**src/design/tlr_pkg.sv**
```systemverilog
package tlr_pkg;
  // command opcodes presented on the command port
  localparam logic [3:0] TLR_OP_READ_UNTIL = 4'h1; // read_until_terminator
  localparam logic [3:0] TLR_OP_READ_PLUS1 = 4'h2; // read_terminator_plus_one
  localparam int         TLR_MAX_TIMER     = 9;     // highest accepted timer code
  localparam int         TLR_NUM_TERM      = 4;     // terminator list entries
  // line control block status byte values
  localparam logic [7:0] TLR_B2_DONE       = 8'h80;
  localparam logic [7:0] TLR_B2_REJECT     = 8'hC0;
  localparam logic [7:0] TLR_B3_BAD_CMD    = 8'hC2;
  localparam logic [7:0] TLR_B3_ZERO_CNT   = 8'hC4;
  localparam logic [7:0] TLR_B3_BAD_TIMER  = 8'hC6;
  localparam logic [7:0] TLR_B10_ABORT     = 8'h80;
  localparam logic [7:0] TLR_B10_TIMER     = 8'h40;
  localparam logic [7:0] TLR_B10_TERM      = 8'h20;
  localparam logic [7:0] TLR_B10_BCC       = 8'h08;
  localparam logic [7:0] TLR_B10_SW_OVR    = 8'h04;
  localparam logic [7:0] TLR_B10_TX_ERR    = 8'h02;
  localparam logic [7:0] TLR_B11_MODEM     = 8'h80;
  localparam logic [7:0] TLR_B11_DISC      = 8'h40;
  localparam logic [7:0] TLR_B11_HW_OVR    = 8'h04;
  localparam logic [7:0] TLR_B11_HW_TIMER  = 8'h02;
  localparam logic [7:0] TLR_ZERO_BYTE     = 8'h00;
  // line error vector bit positions (err_i)
  localparam int TLR_E_BCC = 0;
  localparam int TLR_E_SWO = 1;
  localparam int TLR_E_TXE = 2;
  localparam int TLR_E_MDM = 3;
  localparam int TLR_E_DSC = 4;
  localparam int TLR_E_HWO = 5;
  localparam int TLR_E_HWT = 6;
  localparam int TLR_E_W   = 7;
  typedef enum logic [2:0] {
    TLR_IDLE = 3'b001,
    TLR_RECV = 3'b010,
    TLR_PLUS = 3'b100
  } tlr_state_t;
endpackage

```
**src/design/tlr_term_match.sv**
```systemverilog
`timescale 1ns/1ps
// compares one received character against the terminator list
module tlr_term_match
  import tlr_pkg::*;
#(
  parameter int NT = TLR_NUM_TERM
) (
  input  wire logic [7:0]      char_i,   // received character
  input  wire logic [8*NT-1:0] list_i,   // terminator characters
  input  wire logic [NT-1:0]   valid_i,  // which entries are programmed
  output logic                 match_o   // any entry matches
);
  logic [NT-1:0] hit;
  // one comparator per list entry
  genvar g;
  for (g = 0; g < NT; g++) begin : g_cmp
    assign hit[g] = valid_i[g] && (list_i[8*g +: 8] == char_i);
  end
  assign match_o = |hit;
endmodule

```
**src/design/tlr_receive.sv**
```systemverilog
`timescale 1ns/1ps
// Contract
// - received characters are stored in order from the buffer start location
// - each received control character is compared to the terminator list
// - terminator match ends the whole command program, no chaining
// - plus-one variant stores exactly one more character after the terminator if the buffer has room left
// - count reaching buffer length with no terminator received ends this command, chain continues
// - synchronous mode strips pad characters arriving after a terminator, in the plus-one variant only
// - without a terminator, pad characters stay in the stored message
// - completion sets byte 2 to 80 (C0 on reject); stop and terminator ends mark cause in byte 10 or 11, full buffer end leaves both at 00
module tlr_receive
  import tlr_pkg::*;
#(
  parameter int AW = 16,   // storage address width
  parameter int CW = 16    // byte count width
) (
  input  wire logic                    mclk_i,       // 200 MHz clock
  input  wire logic                    sys_rst_i,    // async reset, high
  input  wire logic                    cmd_valid_i,  // command start pulse
  input  wire logic [3:0]              cmd_op_i,     // opcode
  input  wire logic [AW-1:0]           cmd_addr_i,   // buffer start location
  input  wire logic [CW-1:0]           cmd_len_i,    // buffer length
  input  wire logic [8*TLR_NUM_TERM-1:0] cmd_list_i, // terminator list
  input  wire logic [TLR_NUM_TERM-1:0] cmd_lvld_i,   // list entries in use
  input  wire logic [3:0]              cmd_timer_i,  // timer code
  input  wire logic                    cmd_chain_i,  // a command is chained
  input  wire logic                    sync_mode_i,  // synchronous line
  input  wire logic [7:0]              pad_char_i,   // pad character value
  input  wire logic                    rx_valid_i,   // received character strobe
  input  wire logic [7:0]              rx_char_i,    // received character
  input  wire logic                    rx_ctrl_i,    // character is control class
  input  wire logic                    abort_i,      // abort request
  input  wire logic                    timeout_i,    // command timer expired
  input  wire logic [TLR_E_W-1:0]      err_i,        // line error events
  output logic                         busy_o,       // command running
  output logic                         wr_en_o,      // storage write strobe
  output logic [AW-1:0]                wr_addr_o,    // storage address
  output logic [7:0]                   wr_data_o,    // storage data
  output logic                         done_o,       // completion pulse
  output logic                         chain_next_o, // continue with next command
  output logic [7:0]                   lcb_b2_o,     // line control block byte 2
  output logic [7:0]                   lcb_b3_o,     // line control block byte 3
  output logic [7:0]                   lcb_b10_o,    // line control block byte 10
  output logic [7:0]                   lcb_b11_o,    // line control block byte 11
  output logic [CW-1:0]                residual_o    // remaining byte count
);
  tlr_state_t state_q;
  logic [AW-1:0] addr_q;
  logic [CW-1:0] left_q;
  logic [8*TLR_NUM_TERM-1:0] list_q;
  logic [TLR_NUM_TERM-1:0]   lvld_q;
  logic chain_q, sync_q, plus_q;
  logic match;

  // plus-one variant flag, read by the sequencer
  function automatic logic op_plus();
    return plus_q;
  endfunction

  tlr_term_match #(.NT(TLR_NUM_TERM)) u_match (
    .char_i  (rx_char_i),
    .list_i  (list_q),
    .valid_i (lvld_q),
    .match_o (match)
  );

  // command checks; list of zero entries counts as an invalid command
  wire op_ok   = (cmd_op_i == TLR_OP_READ_UNTIL) || (cmd_op_i == TLR_OP_READ_PLUS1);
  wire list_ok = |cmd_lvld_i;
  wire tmr_ok  = (32'(cmd_timer_i) <= TLR_MAX_TIMER);
  wire accept  = cmd_valid_i && (state_q == TLR_IDLE) && op_ok && list_ok && tmr_ok &&
                 (cmd_len_i != '0);
  wire reject  = cmd_valid_i && (state_q == TLR_IDLE) && !accept;

  // terminator seen on a control character
  wire term_hit = (state_q == TLR_RECV) && rx_valid_i && rx_ctrl_i && match;
  // pads vanish only once a terminator is recognised in sync mode; the message
  // is not held back, so pads ahead of the terminator stay in the buffer, a
  // limitation of the no-buffer design
  wire term_pending = (state_q == TLR_PLUS);
  wire is_pad   = sync_q && (rx_char_i == pad_char_i) && !rx_ctrl_i;
  wire strip    = is_pad && term_pending;
  wire store    = rx_valid_i && (left_q != '0) && !strip &&
                  ((state_q == TLR_PLUS) || (state_q == TLR_RECV));
  wire full_end = store && (state_q == TLR_RECV) && (left_q == CW'(1)) && !term_hit;
  wire any_err  = |err_i;
  wire stop_ev  = (state_q != TLR_IDLE) && (abort_i || timeout_i || any_err);

  // sequence control
  always_ff @(posedge mclk_i or posedge sys_rst_i) begin
    if (sys_rst_i) begin
      state_q <= TLR_IDLE;
    end else begin
      case (state_q)
        TLR_IDLE: if (accept) state_q <= TLR_RECV;
        TLR_RECV: begin
          if (stop_ev || full_end) state_q <= TLR_IDLE;
          else if (term_hit) state_q <= op_plus() ? TLR_PLUS : TLR_IDLE;
        end
        TLR_PLUS: if (stop_ev || (rx_valid_i && !strip)) state_q <= TLR_IDLE;
        default: state_q <= TLR_IDLE;
      endcase
    end
  end

  // captured command fields
  always_ff @(posedge mclk_i or posedge sys_rst_i) begin
    if (sys_rst_i) begin
      list_q <= '0;
      lvld_q <= '0;
      chain_q <= 1'b0;
      sync_q <= 1'b0;
      plus_q <= 1'b0;
    end else if (accept) begin
      list_q <= cmd_list_i;
      lvld_q <= cmd_lvld_i;
      chain_q <= cmd_chain_i;
      sync_q <= sync_mode_i;
      plus_q <= (cmd_op_i == TLR_OP_READ_PLUS1);
    end
  end

  // address and residual count
  always_ff @(posedge mclk_i or posedge sys_rst_i) begin
    if (sys_rst_i) begin
      addr_q <= '0;
      left_q <= '0;
    end else if (accept) begin
      addr_q <= cmd_addr_i;
      left_q <= cmd_len_i;
    end else if (store && !stop_ev) begin
      addr_q <= addr_q + AW'(1);
      left_q <= left_q - CW'(1);
    end
  end

  // storage write port, registered
  always_ff @(posedge mclk_i or posedge sys_rst_i) begin
    if (sys_rst_i) begin
      wr_en_o <= 1'b0;
      wr_addr_o <= '0;
      wr_data_o <= '0;
    end else begin
      wr_en_o <= store && !stop_ev;
      wr_addr_o <= addr_q;
      wr_data_o <= rx_char_i;
    end
  end

  // completion status into the line control block
  always_ff @(posedge mclk_i or posedge sys_rst_i) begin
    if (sys_rst_i) begin
      done_o <= 1'b0;
      chain_next_o <= 1'b0;
      lcb_b2_o <= TLR_ZERO_BYTE;
      lcb_b3_o <= TLR_ZERO_BYTE;
      lcb_b10_o <= TLR_ZERO_BYTE;
      lcb_b11_o <= TLR_ZERO_BYTE;
    end else begin
      done_o <= 1'b0;
      chain_next_o <= 1'b0;
      if (reject) begin
        done_o <= 1'b1;
        lcb_b2_o <= TLR_B2_REJECT;
        lcb_b3_o <= !op_ok || !list_ok ? TLR_B3_BAD_CMD :
                    !tmr_ok ? TLR_B3_BAD_TIMER : TLR_B3_ZERO_CNT;
        lcb_b10_o <= TLR_ZERO_BYTE;
        lcb_b11_o <= TLR_ZERO_BYTE;
      end else if (stop_ev) begin
        done_o <= 1'b1;
        lcb_b2_o <= TLR_B2_DONE;
        lcb_b3_o <= TLR_ZERO_BYTE;
        lcb_b10_o <= abort_i ? TLR_B10_ABORT : timeout_i ? TLR_B10_TIMER :
                     err_i[TLR_E_BCC] ? TLR_B10_BCC : err_i[TLR_E_SWO] ? TLR_B10_SW_OVR :
                     err_i[TLR_E_TXE] ? TLR_B10_TX_ERR : TLR_ZERO_BYTE;
        lcb_b11_o <= (abort_i || timeout_i || (|err_i[TLR_E_TXE:TLR_E_BCC])) ? TLR_ZERO_BYTE :
                     err_i[TLR_E_MDM] ? TLR_B11_MODEM : err_i[TLR_E_DSC] ? TLR_B11_DISC :
                     err_i[TLR_E_HWO] ? TLR_B11_HW_OVR : TLR_B11_HW_TIMER;
      end else if ((state_q == TLR_RECV && term_hit && !plus_q) ||
                   (state_q == TLR_PLUS && rx_valid_i && !strip)) begin
        done_o <= 1'b1; // no chaining after a terminator
        lcb_b2_o <= TLR_B2_DONE;
        lcb_b3_o <= TLR_ZERO_BYTE;
        lcb_b10_o <= TLR_B10_TERM;
        lcb_b11_o <= TLR_ZERO_BYTE;
      end else if (full_end) begin
        done_o <= 1'b1;
        chain_next_o <= chain_q;
        lcb_b2_o <= TLR_B2_DONE;
        lcb_b3_o <= TLR_ZERO_BYTE;
        lcb_b10_o <= TLR_ZERO_BYTE;
        lcb_b11_o <= TLR_ZERO_BYTE;
      end
    end
  end

  assign busy_o = (state_q != TLR_IDLE);
  assign residual_o = left_q;

  // checks
  property p_term_no_chain;
    @(posedge mclk_i) disable iff (sys_rst_i)
      (term_hit && !plus_q && !stop_ev) |=> done_o && !chain_next_o && lcb_b10_o == TLR_B10_TERM;
  endproperty
  a_term_no_chain: assert property (p_term_no_chain) else $error("terminator end wrong");
  property p_plus_one;
    @(posedge mclk_i) disable iff (sys_rst_i)
      (state_q == TLR_PLUS && rx_valid_i && !strip && !stop_ev && left_q != '0) |=>
        wr_en_o && !busy_o;
  endproperty
  a_plus_one: assert property (p_plus_one) else $error("plus-one char not stored");
  property p_pad_strip;
    @(posedge mclk_i) disable iff (sys_rst_i)
      (strip && rx_valid_i && !stop_ev) |=> !wr_en_o && busy_o;
  endproperty
  a_pad_strip: assert property (p_pad_strip) else $error("pad stored after terminator");
  property p_full_chain;
    @(posedge mclk_i) disable iff (sys_rst_i)
      (full_end && !stop_ev) |=> done_o && chain_next_o == chain_q && residual_o == '0;
  endproperty
  a_full_chain: assert property (p_full_chain) else $error("full buffer end wrong");
  property p_reject;
    @(posedge mclk_i) disable iff (sys_rst_i)
      reject |=> done_o && lcb_b2_o == TLR_B2_REJECT && !busy_o;
  endproperty
  a_reject: assert property (p_reject) else $error("reject status wrong");
  property p_addr_step;
    @(posedge mclk_i) disable iff (sys_rst_i)
      (store && !stop_ev) |=> wr_en_o && addr_q == $past(addr_q) + AW'(1);
  endproperty
  a_addr_step: assert property (p_addr_step) else $error("address not sequential");
  property p_done_b2;
    @(posedge mclk_i) disable iff (sys_rst_i)
      (done_o && lcb_b3_o == TLR_ZERO_BYTE) |-> lcb_b2_o == TLR_B2_DONE;
  endproperty
  a_done_b2: assert property (p_done_b2) else $error("byte 2 not 80");
  c_term: cover property (@(posedge mclk_i) disable iff (sys_rst_i) term_hit);
  c_full: cover property (@(posedge mclk_i) disable iff (sys_rst_i) full_end);
  c_rej:  cover property (@(posedge mclk_i) disable iff (sys_rst_i) reject);
  c_strip: cover property (@(posedge mclk_i) disable iff (sys_rst_i) strip && rx_valid_i);
endmodule

```
**config.mk**
```make
export PLATFORM = sky130hd
export DESIGN_NAME = tlr_receive
export DESIGN_NICKNAME = d
export VERILOG_FILES = /design/src/design/tlr_pkg.sv /design/src/design/tlr_term_match.sv /design/src/design/tlr_receive.sv
export SDC_FILE = /design/constraint.sdc
export NUM_CORES = 1
export LEC_CHECK = 0
export BUFFER_PORTS_ARGS = -buffer_cell sky130_fd_sc_hd__buf_2
export CAP_MARGIN = 20
export CORE_MARGIN = 2
export CORE_UTILIZATION = 43
export DETAILED_ROUTE_END_ITERATION = 8
export PLACE_DENSITY = 0.69
export SLEW_MARGIN = 20
export SYNTH_ARGS = -nofsm -noshare
export SYNTH_HDL_FRONTEND = slang
export SYNTH_SLANG_ARGS = --single-unit
export TNS_END_PERCENT = 20
```
**constraint.sdc**
```tcl
create_clock -name mclk_i -period 4.25 [get_ports mclk_i]
set_clock_uncertainty 0.15 [all_clocks]
set_input_delay 0.425 -clock mclk_i [delete_from_list [all_inputs] [get_ports mclk_i]]
set_output_delay 0.425 -clock mclk_i [all_outputs]
set_load 0.02 [all_outputs]
```
==> results of run 1 <==
-- sequential cells by signal, summed over array words and instances (netlist names) --
| signal | cells |
|---|---|
| lcb_b2_o | 2 |
| done_o | 1 |
| wr_data_o | 8 |
| chain_q | 1 |
| wr_addr_o | 16 |
| addr_q | 16 |
| lcb_b10_o | 6 |
| sync_q | 1 |
| residual_o | 16 |
| lcb_b11_o | 4 |
| wr_en_o | 1 |
| list_q | 32 |
| plus_q | 1 |
| lcb_b3_o | 2 |
| chain_next_o | 1 |
| lvld_q | 4 |
| state_q | 3 |
-- layer usage --
layer  vias up  global-route usage
li1       2474                   -
met1      2477               0.287
met2       223               0.375
met3        33              0.0623
met4         2              0.0728
met5         -                   0
-- how the worst max path moves through the flow --
stage / from / slack [ns] / end / depth (start not counted)
2_1_floorplan: sys_rst_i / 0.63 / addr_q[0] / 1
3_3_place_gp: abort_i / 0.84 / residual_o[7] / 8
3_5_place_dp: abort_i / 0.81 / residual_o[7] / 8
4_1_cts: abort_i / 1.24 / residual_o[9] / 8
5_1_grt: abort_i / 1.09 / residual_o[7] / 8
6_report: abort_i / 1.21 / residual_o[9] / 8
-- cells in the final DEF (no fill, tap or decap), types with 6 or more instances in the layout --
cell / instances
sky130_fd_sc_hd__buf_2: 166
sky130_fd_sc_hd__nand2_1: 146
sky130_fd_sc_hd__dfrtp_1: 114
sky130_fd_sc_hd__xnor2_1: 42
sky130_fd_sc_hd__inv_1: 32
sky130_fd_sc_hd__nor2_1: 32
sky130_fd_sc_hd__o21ai_0: 25
sky130_fd_sc_hd__a21oi_1: 20
sky130_fd_sc_hd__nand3_1: 18
sky130_fd_sc_hd__clkbuf_16: 17
sky130_fd_sc_hd__nor3_1: 16
sky130_fd_sc_hd__conb_1: 16
sky130_fd_sc_hd__nand4_1: 15
sky130_fd_sc_hd__nor4_1: 10
sky130_fd_sc_hd__a22oi_1: 10
sky130_fd_sc_hd__buf_4: 7
sky130_fd_sc_hd__a31oi_1: 6
sky130_fd_sc_hd__a31o_2: 6
-- what timing repair did --
| item | 4_1_cts | 5_1_grt |
|---|---|---|
| hold buffers | 1 | 0 |
| setup buffers | 0 | 0 |
| hold endpoints to repair | 11 | 0 |
-- per-stage QoR --
step	area (µm²)	power, µW	std cells
4_1_cts	7300	4570	983
6_report	7300	4550	985
2_1_floorplan	5860	2670	652
3_3_place_gp	6690	3070	951
3_5_place_dp	6690	3120	951
5_1_grt	7300	4800	984
-- cells in the mapped netlist (10+ instances only) --
master,count,area (µm²)
sky130_fd_sc_hd__nor3_1,17,85.1
sky130_fd_sc_hd__a21oi_1,20,100
sky130_fd_sc_hd__xnor2_1,42,368
sky130_fd_sc_hd__dfrtp_1,114,2850
sky130_fd_sc_hd__nor2_1,32,120
sky130_fd_sc_hd__nand3_1,18,90.1
sky130_fd_sc_hd__inv_1,33,124
sky130_fd_sc_hd__nand4_1,15,93.8
sky130_fd_sc_hd__nor4_1,10,62.6
sky130_fd_sc_hd__nand2_1,146,548
sky130_fd_sc_hd__o21ai_0,25,125
sky130_fd_sc_hd__clkbuf_1,25,93.8
sky130_fd_sc_hd__a22oi_1,10,75.1
sky130_fd_sc_hd__buf_4,19,143
-- kinds of logic (layout without fill, tap and decap cells) --
family / Yosys count / count (layout)
AO/OA/AOI/OAI: 109 / 109
XOR/XNOR: 47 / 47
adder cells (fa/ha/maj): 3 / 3
buffers and inverters: 84 / 239
flip-flops: 115 / 115
other: 1 / 18
AND/OR/NAND/NOR: 278 / 278
-- cell type report --
type                    instances  area (µm²)  area share
multi-input cells             453        2580       0.353
diodes                          2        5.00    0.000685
clock buffers                  21         460      0.0631
repair buffers                174         893       0.122
flip-flops and latches        115        2880       0.394
well taps                     176         220      0.0302
clock inverters                10         133      0.0182
inverters                      34         130      0.0178
-- critical path, stage by stage --
cell and delay [ns]:
sky130_fd_sc_hd__buf_2 0.12, sky130_fd_sc_hd__or4_1 0.66, sky130_fd_sc_hd__or4_4 0.58, sky130_fd_sc_hd__a311oi_4 0.34
sky130_fd_sc_hd__nand2_2 0.26, sky130_fd_sc_hd__inv_2 0.38, sky130_fd_sc_hd__a31oi_1 0.15, sky130_fd_sc_hd__a221o_1 0.27
-- power breakdown --
group / switching (µW) / leakage [µW] / total [µW] / internal [µW]
clock network: 495 / 0.000285 / 1440 / 943
logic: 784 / 0.00180 / 1290 / 509
registers: 316 / 0.00144 / 1820 / 1500
total: 1600 / 0.00352 / 4550 / 2950
==> metrics.yaml, run 1 <==
worst_hold_path:
  timing.hold.worst.start: "cmd_list_i[26]"
  worst_hold_path_ep: "list_q[26]"
  min_delay_path_depth: 3
  hold_path_class: "in2reg"
placement:
  gpl.final_weighted_congestion: 0.871
  dpl.hpwl_mm: 11.5
  place_ws_ns: 0.813
  io_buffer_count: 166
detailed_routing:
  met2_length_mm: 7.87
  antenna_violating_nets_post_route: 0
  drt_iter0_drc: 381
  route.layer.met1.wl_mm: 6.48
  route.detailed.drc: 0
  drt_pre_antenna_iters: 5
  route.top_layer_used: "met5"
  dr_total_vias: 5209
  wirelength_mm: 15.9
  drt-wirelength-per-cell_um: 16.1
  detailroute.wirelength.met3_mm: 1.20
  via_per_inst: 5.29
timing:
  max_clk_rate_mhz: 329
  slew_viol_final: 0
  slew_headroom: 0.508
  grt_setup_unrepaired: "no"
  hold_violations: 0
  final-setup-viol-count: 0
  hold_ws_ns: 0.0437
  setup_ws_ns: 1.21
  ratio_of_final_minimum_period_to_clock_period: 0.715
  final.min_clock_period_ns: 3.04
  worst-slew-pin-transition_ns: 0.738
  fin_tns_setup_ns: 0
critical_path:
  worstSetupPathType: "in2reg"
  worst_r2r_path_depth: 5
  timing.critical_path.from_type: "primary input"
  rr_startpoint: "state_q[1]"
  worst_setup_path_end_kind: "flip-flop"
  worst_ep_arrival_time_ns: 3.19
  required_time_at_the_endpoint_of_the_critical_path_ns: 4.40
  cp_max_fo: 20
  reg2reg_slack_ns: 1.29
  worst_r2r_endpoint: "lcb_b2_o[7]"
clocking:
  tritoncts: "done"
  reg_clk_slew_reported_paths_ns: 0.05
  ctsRootBufferMaster: "sky130_fd_sc_hd__clkbuf_16"
  clock_latency_ns: 0.42
  cts.htree.levels: 4
  numClockSinks: 115
  cts.path.max_buffers: 2
  post_cts_resized: 0
  numCtsBuffers: 17
floorplan:
  core_area_mm2: 0.0132
  die-area_mm2: 0.0144
  initial_core_util: 0.440
  die_span_y_um: 120
  dieWidth_um: 120
  num_rows: 42
  ios: 184
synth:
  synth_compound_area_frac: 0.131
  synth_cell_type_count: 62
  adder_cell_share_of_the_synthesized_area: 0.00647
  synth_cells: 637
  synth_top_family_by_area: "simple AND/OR/NAND/NOR gates"
  yosys_reg_bits: 115
  post_synth_mux_area_share: 0
  synth-seq-area-share: 0.496
  synth-main-ff-cell: "sky130_fd_sc_hd__dfrtp_1"
  synthesis.area_per_instance_um2: 9.10
  synthesis.yosys.warnings: 0
  synthArstFlopShare: 1.00
  synth_area_mm2: 0.00580
  post_synth_xor_area_fraction: 0.0710
  synth_simple_gate_area_share: 0.226
  number_of_enable_type_register_cells_in_the_synthesized_netlist: 0
layout:
  final_layout_size_suffix_gt1_frac: 0.275
  final_util: 0.554
  final.fill_count: 1225
  layout.nets: 906
  layout-area-overhead-vs-synth_pct: 25.9
status:
  status: "completed"
global_routing:
  antenna_found_initial: 3
  grt_first_pass_wirelength_mm: 25.2
  grt_use_total: 0.226
  grt.overflow.total: 0
  grt_start_max_net_pins: 74
  grt_pass1_vias: 4993
run:
  max_cap_viol_count: 0
power:
  power.leakage_uw: 0.00352
  p_per_area_mw_per_mm2: 623
  vdd_drop_max_v: 0.000365
No activity file was read; power rests on OpenSTA's default activity.
==> inputs of run 2 (changes only) <==
--- a/config.mk
+++ b/config.mk
@@ -5,12 +5,13 @@
 export SDC_FILE = /design/constraint.sdc
 export NUM_CORES = 1
 export LEC_CHECK = 0
+export ABC_AREA = 1
 export BUFFER_PORTS_ARGS = -buffer_cell sky130_fd_sc_hd__buf_2
 export CAP_MARGIN = 20
 export CORE_MARGIN = 2
 export CORE_UTILIZATION = 43
 export DETAILED_ROUTE_END_ITERATION = 8
-export PLACE_DENSITY = 0.69
+export PLACE_DENSITY = 0.71
 export SLEW_MARGIN = 20
 export SYNTH_ARGS = -nofsm -noshare
 export SYNTH_HDL_FRONTEND = slang
==> constraint.sdc (replaced) <==
create_clock -name mclk_i -period 2.7 [get_ports mclk_i]
set_clock_uncertainty 0.15 [all_clocks]
set_input_delay 0.27 -clock mclk_i [delete_from_list [all_inputs] [get_ports mclk_i]]
set_output_delay 0.27 -clock mclk_i [all_outputs]
set_load 0.02 [all_outputs]
==> run 2 against run 1 <==
Combinational power grew 95%. Clock power up 65%. First-iteration DRC count fell by 10%. Core utilization rose by 5.9 points. Sequential share of layout area decreased by 5.3 points. Count of clock-buffer cells in the layout is the same. Critical path depth rose by 2. Power up 72%. Final cell count increased by 19%. Sequential power is 61% higher.
==> metrics.yaml, run 2 <==
critical_path:
  required_time_at_the_endpoint_of_the_critical_path_ns: 2.88  # -1.52 ns
  worst_r2r_path_depth: 10  # +5
  setup.worst_path.start: "residual_o[0]"
  rr_startpoint: "residual_o[0]"
  worst_ep_arrival_time_ns: 2.60  # -0.59 ns
  cp_max_fo: 14  # -30%
  timing.critical_path.from_type: "flip-flop"
  worst_setup_path_end_kind: "flip-flop"
  worst_r2r_endpoint: "residual_o[14]"
  worstSetupPathType: "reg2reg"
  reg2reg_slack_ns: 0.28  # -1.01 ns
layout:
  layout-area-overhead-vs-synth_pct: 40.4
  mostFrequentLayoutCell: "sky130_fd_sc_hd__nand2_1"
  max_flop_register: "list_q"
  final_layout_size_suffix_gt1_frac: 0.257  # -0.0186
  layout.cells.most_common_list: "sky130_fd_sc_hd__nand2_1 (232), sky130_fd_sc_hd__buf_2 (166), sky130_fd_sc_hd__dfrtp_1 (114)"
  final_util: 0.612  # +0.0587
  finalNonFillerCells: 1176  # +19%
  largest_register_ffs: 32  # unchanged
  layout.nets: 1093  # +21%
  post-route-cell-area_mm2: 0.00843  # +15%
power:
  vdd_drop_max_v: 0.000581  # +59%
  power.leakage_uw: 0.00426  # +21%
  p_total_uw: 7820  # +72%
  p_per_area_mw_per_mm2: 927  # +49%
synth:
  synthDominantAreaCellType: "sky130_fd_sc_hd__dfrtp_1"
  yosys.area.top_type_share: 0.475  # -0.0170
  synthesis.yosys.warnings: 0  # unchanged
  yosys_reg_bits: 115  # unchanged
  synth_cells: 728  # +14%
  synth-main-ff-cell: "sky130_fd_sc_hd__dfrtp_1"
  top_count_cell_post_synth: "sky130_fd_sc_hd__nand2_1"
  synthesis.area_per_instance_um2: 8.25  # -9.4%
  synth_area_leaders: "sky130_fd_sc_hd__dfrtp_1 (47%), sky130_fd_sc_hd__nand2_1 (14%), sky130_fd_sc_hd__nor2_1 (3.8%), sky130_fd_sc_hd__inv_1 (3.4%), sky130_fd_sc_hd__nand3_1 (3.2%)"
  synth_area_mm2: 0.00601  # +3.6%
  synth_cell_type_count: 49  # -21%
  top_cells_by_instance_count_after_synthesis: "sky130_fd_sc_hd__nand2_1 (232), sky130_fd_sc_hd__dfrtp_1 (114), sky130_fd_sc_hd__nor2_1 (61), sky130_fd_sc_hd__inv_1 (54), sky130_fd_sc_hd__nand3_1 (38)"
  synthArstFlopShare: 1.00  # unchanged
  synth-seq-area-share: 0.479  # -0.0172
  number_of_enable_type_register_cells_in_the_synthesized_netlist: 0  # unchanged
floorplan:
  die-area_mm2: 0.0149  # +3.5%
  core_area_mm2: 0.0138  # +4.4%
  die_span_y_um: 122  # +1.7%
  dieWidth_um: 122  # +1.7%
  ios: 184  # unchanged
  num_rows: 43  # +2.4%
  initial_core_util: 0.436  # -0.00353
timing:
  hold_violations: 0  # unchanged
  worst-slew-pin-transition_ns: 0.744  # +0.00623 ns
  max_clk_rate_mhz: 413
  final-setup-viol-count: 0  # unchanged
  ratio_of_final_minimum_period_to_clock_period: 0.897
  final.min_clock_period_ns: 2.42
  fin_tns_setup_ns: 0  # unchanged
  slew_headroom: 0.503  # -0.00520
  grt_setup_unrepaired: "no"
  slew_viol_final: 0  # unchanged
global_routing:
  grt_use_total: 0.234  # +0.00812
  grt_first_pass_wirelength_mm: 26.8  # +6.5%
  grt_pass1_vias: 5643  # +13%
  grt.overflow.total: 0  # unchanged
  grt_start_max_net_pins: 58  # -22%
  antenna_found_initial: 2  # -1
clocking:
  ctsRootBufferMaster: "sky130_fd_sc_hd__clkbuf_16"
  tritoncts: "done"
  cts.path.max_buffers: 2  # unchanged
  reg_clk_slew_reported_paths_ns: 0.05  # about the same
  numCtsBuffers: 17  # unchanged
  clock_latency_ns: 0.41  # about the same
  numClockSinks: 115  # unchanged
  cts.htree.levels: 4  # unchanged
worst_hold_path:
  timing.hold.worst.start: "cmd_lvld_i[2]"
  worst_hold_path_ep: "lvld_q[2]"
  hold_path_class: "in2reg"
  min_delay_path_depth: 3  # unchanged
placement:
  placed_area_mm2: 0.00695  # +3.9%
  io_buffer_count: 166  # unchanged
  placed_cells: 1059  # +11%
  dpl.hpwl_mm: 11.5  # +0.45%
  gpl.final_weighted_congestion: 0.877  # +0.67%
detailed_routing:
  dr_total_vias: 5772  # +11%
  antenna_violating_nets_post_route: 0  # unchanged
  drt-wirelength-per-cell_um: 14.5  # -10%
  via_per_inst: 4.91  # -7.2%
  wirelength_mm: 17.0  # +7.1%
  drt_iter0_drc: 342  # -10%
  route.detailed.drc: 0  # unchanged
  drt_pre_antenna_iters: 5  # unchanged
status:
  status: "completed"
run:
  max_cap_viol_count: 0  # unchanged
run 2: how the worst max path moves through the flow:
| stage | endpoint | slack, ns | cells after the start |
|---|---|---|---|
| after floorplan | lcb_b10_o[1] | 0.58 | 10 |
| after global placement | residual_o[5] | 0.29 | 10 |
| after detailed placement | residual_o[5] | 0.20 | 10 |
| after CTS | residual_o[5] | 0.18 | 14 |
| after global routing | residual_o[14] | 0.07 | 10 |
| final | residual_o[14] | 0.28 | 10 |
run 2: repair_timing:
item,4_1_cts,5_1_grt
resized for setup,0,3
endpoints found under the hold margin,113,0
hold buffers,84,0
buffers inserted,0,0
endpoints found under the setup margin,0,4
run 2: layer usage:
layer,GRT usage,vias up,share of wire
met4,0.119,0,0.031
met5,0,-,0
met2,0.382,217,0.48
met1,0.295,2705,0.43
li1,-,2810,-
met3,0.0482,40,0.058
run 2: final cells by class:
| type | count | area [µm²] |
|---|---|---|
| Inverter | 71 | 273 |
| Timing Repair Buffer | 256 | 1750 |
| Tap cell | 180 | 225 |
| Multi-Input combinational cell | 521 | 2670 |
| Clock buffer | 21 | 470 |
| Antenna cell | 2 | 5.00 |
| Fill cell | 1173 | 5340 |
| Clock inverter | 10 | 155 |
| Sequential cell | 115 | 2880 |
run 2: power by group:
part	internal, µW	switching [µW]
combinational	978	1540
clock	1600	769
sequential	2400	532
total	4980	2840
run 2: cell families (layout without fill, tap and decap cells):
group / after synthesis / count (layout) / share of synthesized area
AND/OR/NAND/NOR: 394 / 394 / 0.294
flip-flops: 115 / 115 / 0.479
buffers and inverters: 107 / 358 / 0.0866
AO/OA/AOI/OAI: 78 / 78 / 0.0898
XOR/XNOR: 30 / 30 / 0.0437
adder cells (fa/ha/maj): 3 / 3 / 0.00625
other: 1 / 18 / 0.000624
run 2: stage by stage:
step                      setup slack (ns)  hold slack, ns
after detailed placement             0.198           0.259
after global routing                0.0661          0.0245
after floorplan                      0.582           0.151
after CTS                            0.177          0.0130
final                                0.278          0.0144
after global placement               0.288           0.253
run 2: critical path, cell delays in order, from the launching register on:
cell and delay (ns):
sky130_fd_sc_hd__dfrtp_1 0.40, sky130_fd_sc_hd__inv_1 0.12, sky130_fd_sc_hd__ha_1 0.20, sky130_fd_sc_hd__nand2_1 0.12
sky130_fd_sc_hd__nor2_1 0.31, sky130_fd_sc_hd__a21boi_1 0.21, sky130_fd_sc_hd__nand3_4 0.24, sky130_fd_sc_hd__nand2_2 0.14
sky130_fd_sc_hd__inv_2 0.25, sky130_fd_sc_hd__nand2_1 0.11, sky130_fd_sc_hd__o211ai_2 0.08
==> inputs of run 3 (changes only) <==
--- a/config.mk
+++ b/config.mk
@@ -9,9 +9,10 @@
 export BUFFER_PORTS_ARGS = -buffer_cell sky130_fd_sc_hd__buf_2
 export CAP_MARGIN = 20
 export CORE_MARGIN = 2
-export CORE_UTILIZATION = 43
+export CORE_UTILIZATION = 40
 export DETAILED_ROUTE_END_ITERATION = 8
-export PLACE_DENSITY = 0.71
+export GPL_TIMING_DRIVEN = 0
+export PLACE_DENSITY = 0.67
 export SLEW_MARGIN = 20
 export SYNTH_ARGS = -nofsm -noshare
 export SYNTH_HDL_FRONTEND = slang
==> run 3 against run 2 <==
Cell area rose by 2.4%. Sequential share of layout area fell by 0.81 points. Largest cell class unchanged. Maximum frequency rose by 0.23%. Die area rose by 7.2%. Register-to-register slack barely moved. Clock power fell by 6%. Via count fell by 0.73%. Count of clock-buffer cells in the layout rose by 1. Critical endpoint is now addr_q[4].
==> metrics.yaml, run 3 (synthesis gave the netlist of run 2 again) <==
critical_path:
  worst_ep_arrival_time_ns: 2.55  # -0.05 ns
  crit_path_top_delay_cell: "sky130_fd_sc_hd__dlygate4sd3_1"
  critPathMostFrequentCell: "sky130_fd_sc_hd__buf_2"
  required_time_at_the_endpoint_of_the_critical_path_ns: 2.83  # -0.05 ns
  worstPathCellList: "dlygate4sd3_1 -> buf_2 -> nor4_1 -> nand4_1 -> nand3_1 -> inv_2 -> buf_2 -> nand2_1 -> o221ai_1"
  worst_r2r_path_depth: 10  # unchanged
  rr_startpoint: "residual_o[0]"
  worst_r2r_endpoint: "addr_q[7]"
  timing.critical_path.slowest_cell_delay_ns: 0.53  # +0.13 ns
  setup.worst_path.start: "cmd_len_i[4]"
  reg2reg_slack_ns: 0.28  # about the same
  cp_max_fo: 10  # -4
  endpoint: "addr_q[4]"
  worstSetupPathType: "in2reg"
  worst_setup_path_end_kind: "flip-flop"
  timing.critical_path.from_type: "primary input"
layout:
  layout.nets: 1128  # +3.2%
  largest_register_ffs: 32  # unchanged
  diodes: 0  # -2
  final.fill_count: 1292  # +10%
  layout.cells.most_common_list: "sky130_fd_sc_hd__nand2_1 (232), sky130_fd_sc_hd__buf_2 (171), sky130_fd_sc_hd__dfrtp_1 (114)"
  multiInputGateArea_mm2: 0.00266  # -0.28%
  mostFrequentLayoutCell: "sky130_fd_sc_hd__nand2_1"
  max_flop_register: "list_q"
  layout-area-overhead-vs-synth_pct: 43.8
  final_layout_size_suffix_gt1_frac: 0.275  # +0.0185
  final_util: 0.592  # -0.0203
  register_area_mm2: 0.00288  # unchanged
global_routing:
  grt_use_total: 0.222  # -0.0126
  grt.overflow.total: 0  # unchanged
  grt_first_pass_wirelength_mm: 28.0  # +4.1%
  grt_pass1_vias: 5605  # -0.67%
  grt_start_max_net_pins: 31  # -47%
  antenna_found_initial: 0  # -2
clocking:
  numClockSinks: 115  # unchanged
  numCtsBuffers: 17  # unchanged
  cts.path.max_buffers: 2  # unchanged
  post-cts-setup-buffer-count: 0  # unchanged
  tritoncts: "done"
  cts.htree.levels: 4  # unchanged
  ctsRootBufferMaster: "sky130_fd_sc_hd__clkbuf_16"
  reg_clk_slew_reported_paths_ns: 0.05  # about the same
  post_cts_resized: 0  # unchanged
  clock_latency_ns: 0.41  # about the same
detailed_routing:
  via_per_inst: 4.72  # -3.8%
  antenna_violating_nets_post_route: 0  # unchanged
  drt_iter0_drc: 329  # -3.8%
  drt_pre_antenna_iters: 5  # unchanged
  route.detailed.drc: 0  # unchanged
  wirelength_mm: 17.3  # +2.0%
  dr_total_vias: 5730  # -0.73%
  drt-wirelength-per-cell_um: 14.3  # -1.1%
power:
  p_switching_uw: 2840  # +0.25%
  power.combinational.fraction: 0.333  # +0.011
  p_per_area_mw_per_mm2: 894  # -3.5%
  power.sequential.fraction: 0.380  # +0.005
  vdd_drop_max_v: 0.000536  # -7.7%
  power_frac_clock: 0.287  # -0.016
  power.internal_uw: 4880  # -2.0%
  switching_share: 0.368  # +0.00529
  power.leakage_uw: 0.00441  # +3.5%
timing:
  grt_setup_unrepaired: "no"
  ratio_of_final_minimum_period_to_clock_period: 0.895  # -0.00203
  max_clk_rate_mhz: 414  # +0.23%
  hold_ws_ns: 0.0273  # +0.0129 ns
  worst-slew-pin-transition_ns: 0.620  # -0.124 ns
  hold_violations: 0  # unchanged
  slew_viol_final: 0  # unchanged
  slew_headroom: 0.586  # +0.0830
  final-setup-viol-count: 0  # unchanged
  fin_tns_setup_ns: 0  # unchanged
  final.min_clock_period_ns: 2.42  # -0.00547 ns
floorplan:
  die_span_y_um: 127  # +3.6%
  dieWidth_um: 127  # +3.6%
  die-area_mm2: 0.0160  # +7.2%
  initial_core_util: 0.412  # -0.0244
  core_area_mm2: 0.0146  # +5.9%
  ios: 184  # unchanged
  num_rows: 44  # +2.3%
placement:
  io_buffer_count: 166  # unchanged
  dpl.hpwl_mm: 12.5  # +8.2%
  gpl.final_weighted_congestion: 0.866  # -1.3%
run:
  max_cap_viol_count: 0  # unchanged
worst_hold_path:
  hold_path_class: "in2reg"
status:
  status: "completed"
-- run 3: changes by cell type in the layout (fill, tap and decap cells not counted), moves of 2 or more --
cell / previous run / this run
sky130_fd_sc_hd__clkbuf_1: 1 / 6
sky130_fd_sc_hd__buf_2: 166 / 171
sky130_fd_sc_hd__bufinv_16: 4 / 2
sky130_fd_sc_hd__dlygate4sd3_1: 84 / 86
sky130_fd_sc_hd__buf_4: 3 / 23
sky130_fd_sc_hd__buf_6: 0 / 2
sky130_fd_sc_hd__diode_2: 2 / 0
-- run 3: power groups by stage --
stage	combinational (µW)	sequential, µW	clock (µW)
after global placement	2430	2930	0
after detailed placement	2480	2940	0
final	2580	2930	2220
after CTS	2580	2920	2250
after global routing	2860	3030	2350
after floorplan	1420	3180	0
-- run 3: how the worst min path moves through the flow --
stage / from / end / depth (start not counted)
floorplan: rx_char_i[0] / wr_data_o[0] / 0
global placement: rx_char_i[6] / wr_data_o[6] / 1
detailed placement: sys_rst_i / wr_data_o[1] / 2
CTS: cmd_lvld_i[3] / lvld_q[3] / 3
global route: cmd_lvld_i[3] / lvld_q[3] / 3
finish: cmd_lvld_i[3] / lvld_q[3] / 3
-- run 3: what timing repair did --
| action | in CTS | in global routing |
|---|---|---|
| endpoints found under the hold margin | 110 | 0 |
| hold buffers | 86 | 0 |
| setup endpoints to repair | 0 | 0 |
-- run 3: per-layer routing --
layer  wire [µm]  GRT usage  vias to the layer above  share of wire
met5           0          0                        -              0
met2        8240      0.360                      171           0.48
met1        7710      0.291                     2646           0.44
met3        1110     0.0565                       24          0.064
met4         286     0.0737                        0          0.016
li1            -          -                     2889              -
-- run 3: metrics by stage --
step	instances	setup slack [ns]	instance area, µm²	total power, µW
detailed placement	1096	0.116	7190	5420
global placement	1093	0.0342	7130	5350
global route	1213	0.0962	8640	8230
CTS	1213	0.291	8640	7750
finish	1213	0.283	8640	7730
floorplan	743	0.582	6070	4600
-- run 3: worst max-delay path, delay by kind of cell --
kind | cells | cell delay, ns
AND/OR/NAND/NOR | 4 | 1.14
AO/OA/AOI/OAI | 1 | 0.10
buffers and inverters | 4 | 1.03
-- run 3: area by class of cell --
cell class                      count  share of cell area
Sequential cell                   115               0.333
Multi-Input combinational cell    521               0.308
Timing Repair Buffer              255               0.203
Clock buffer                       22              0.0561
Inverter                           71              0.0313
Buffer                             36              0.0294
Tap cell                          184              0.0267
Clock inverter                      9              0.0120
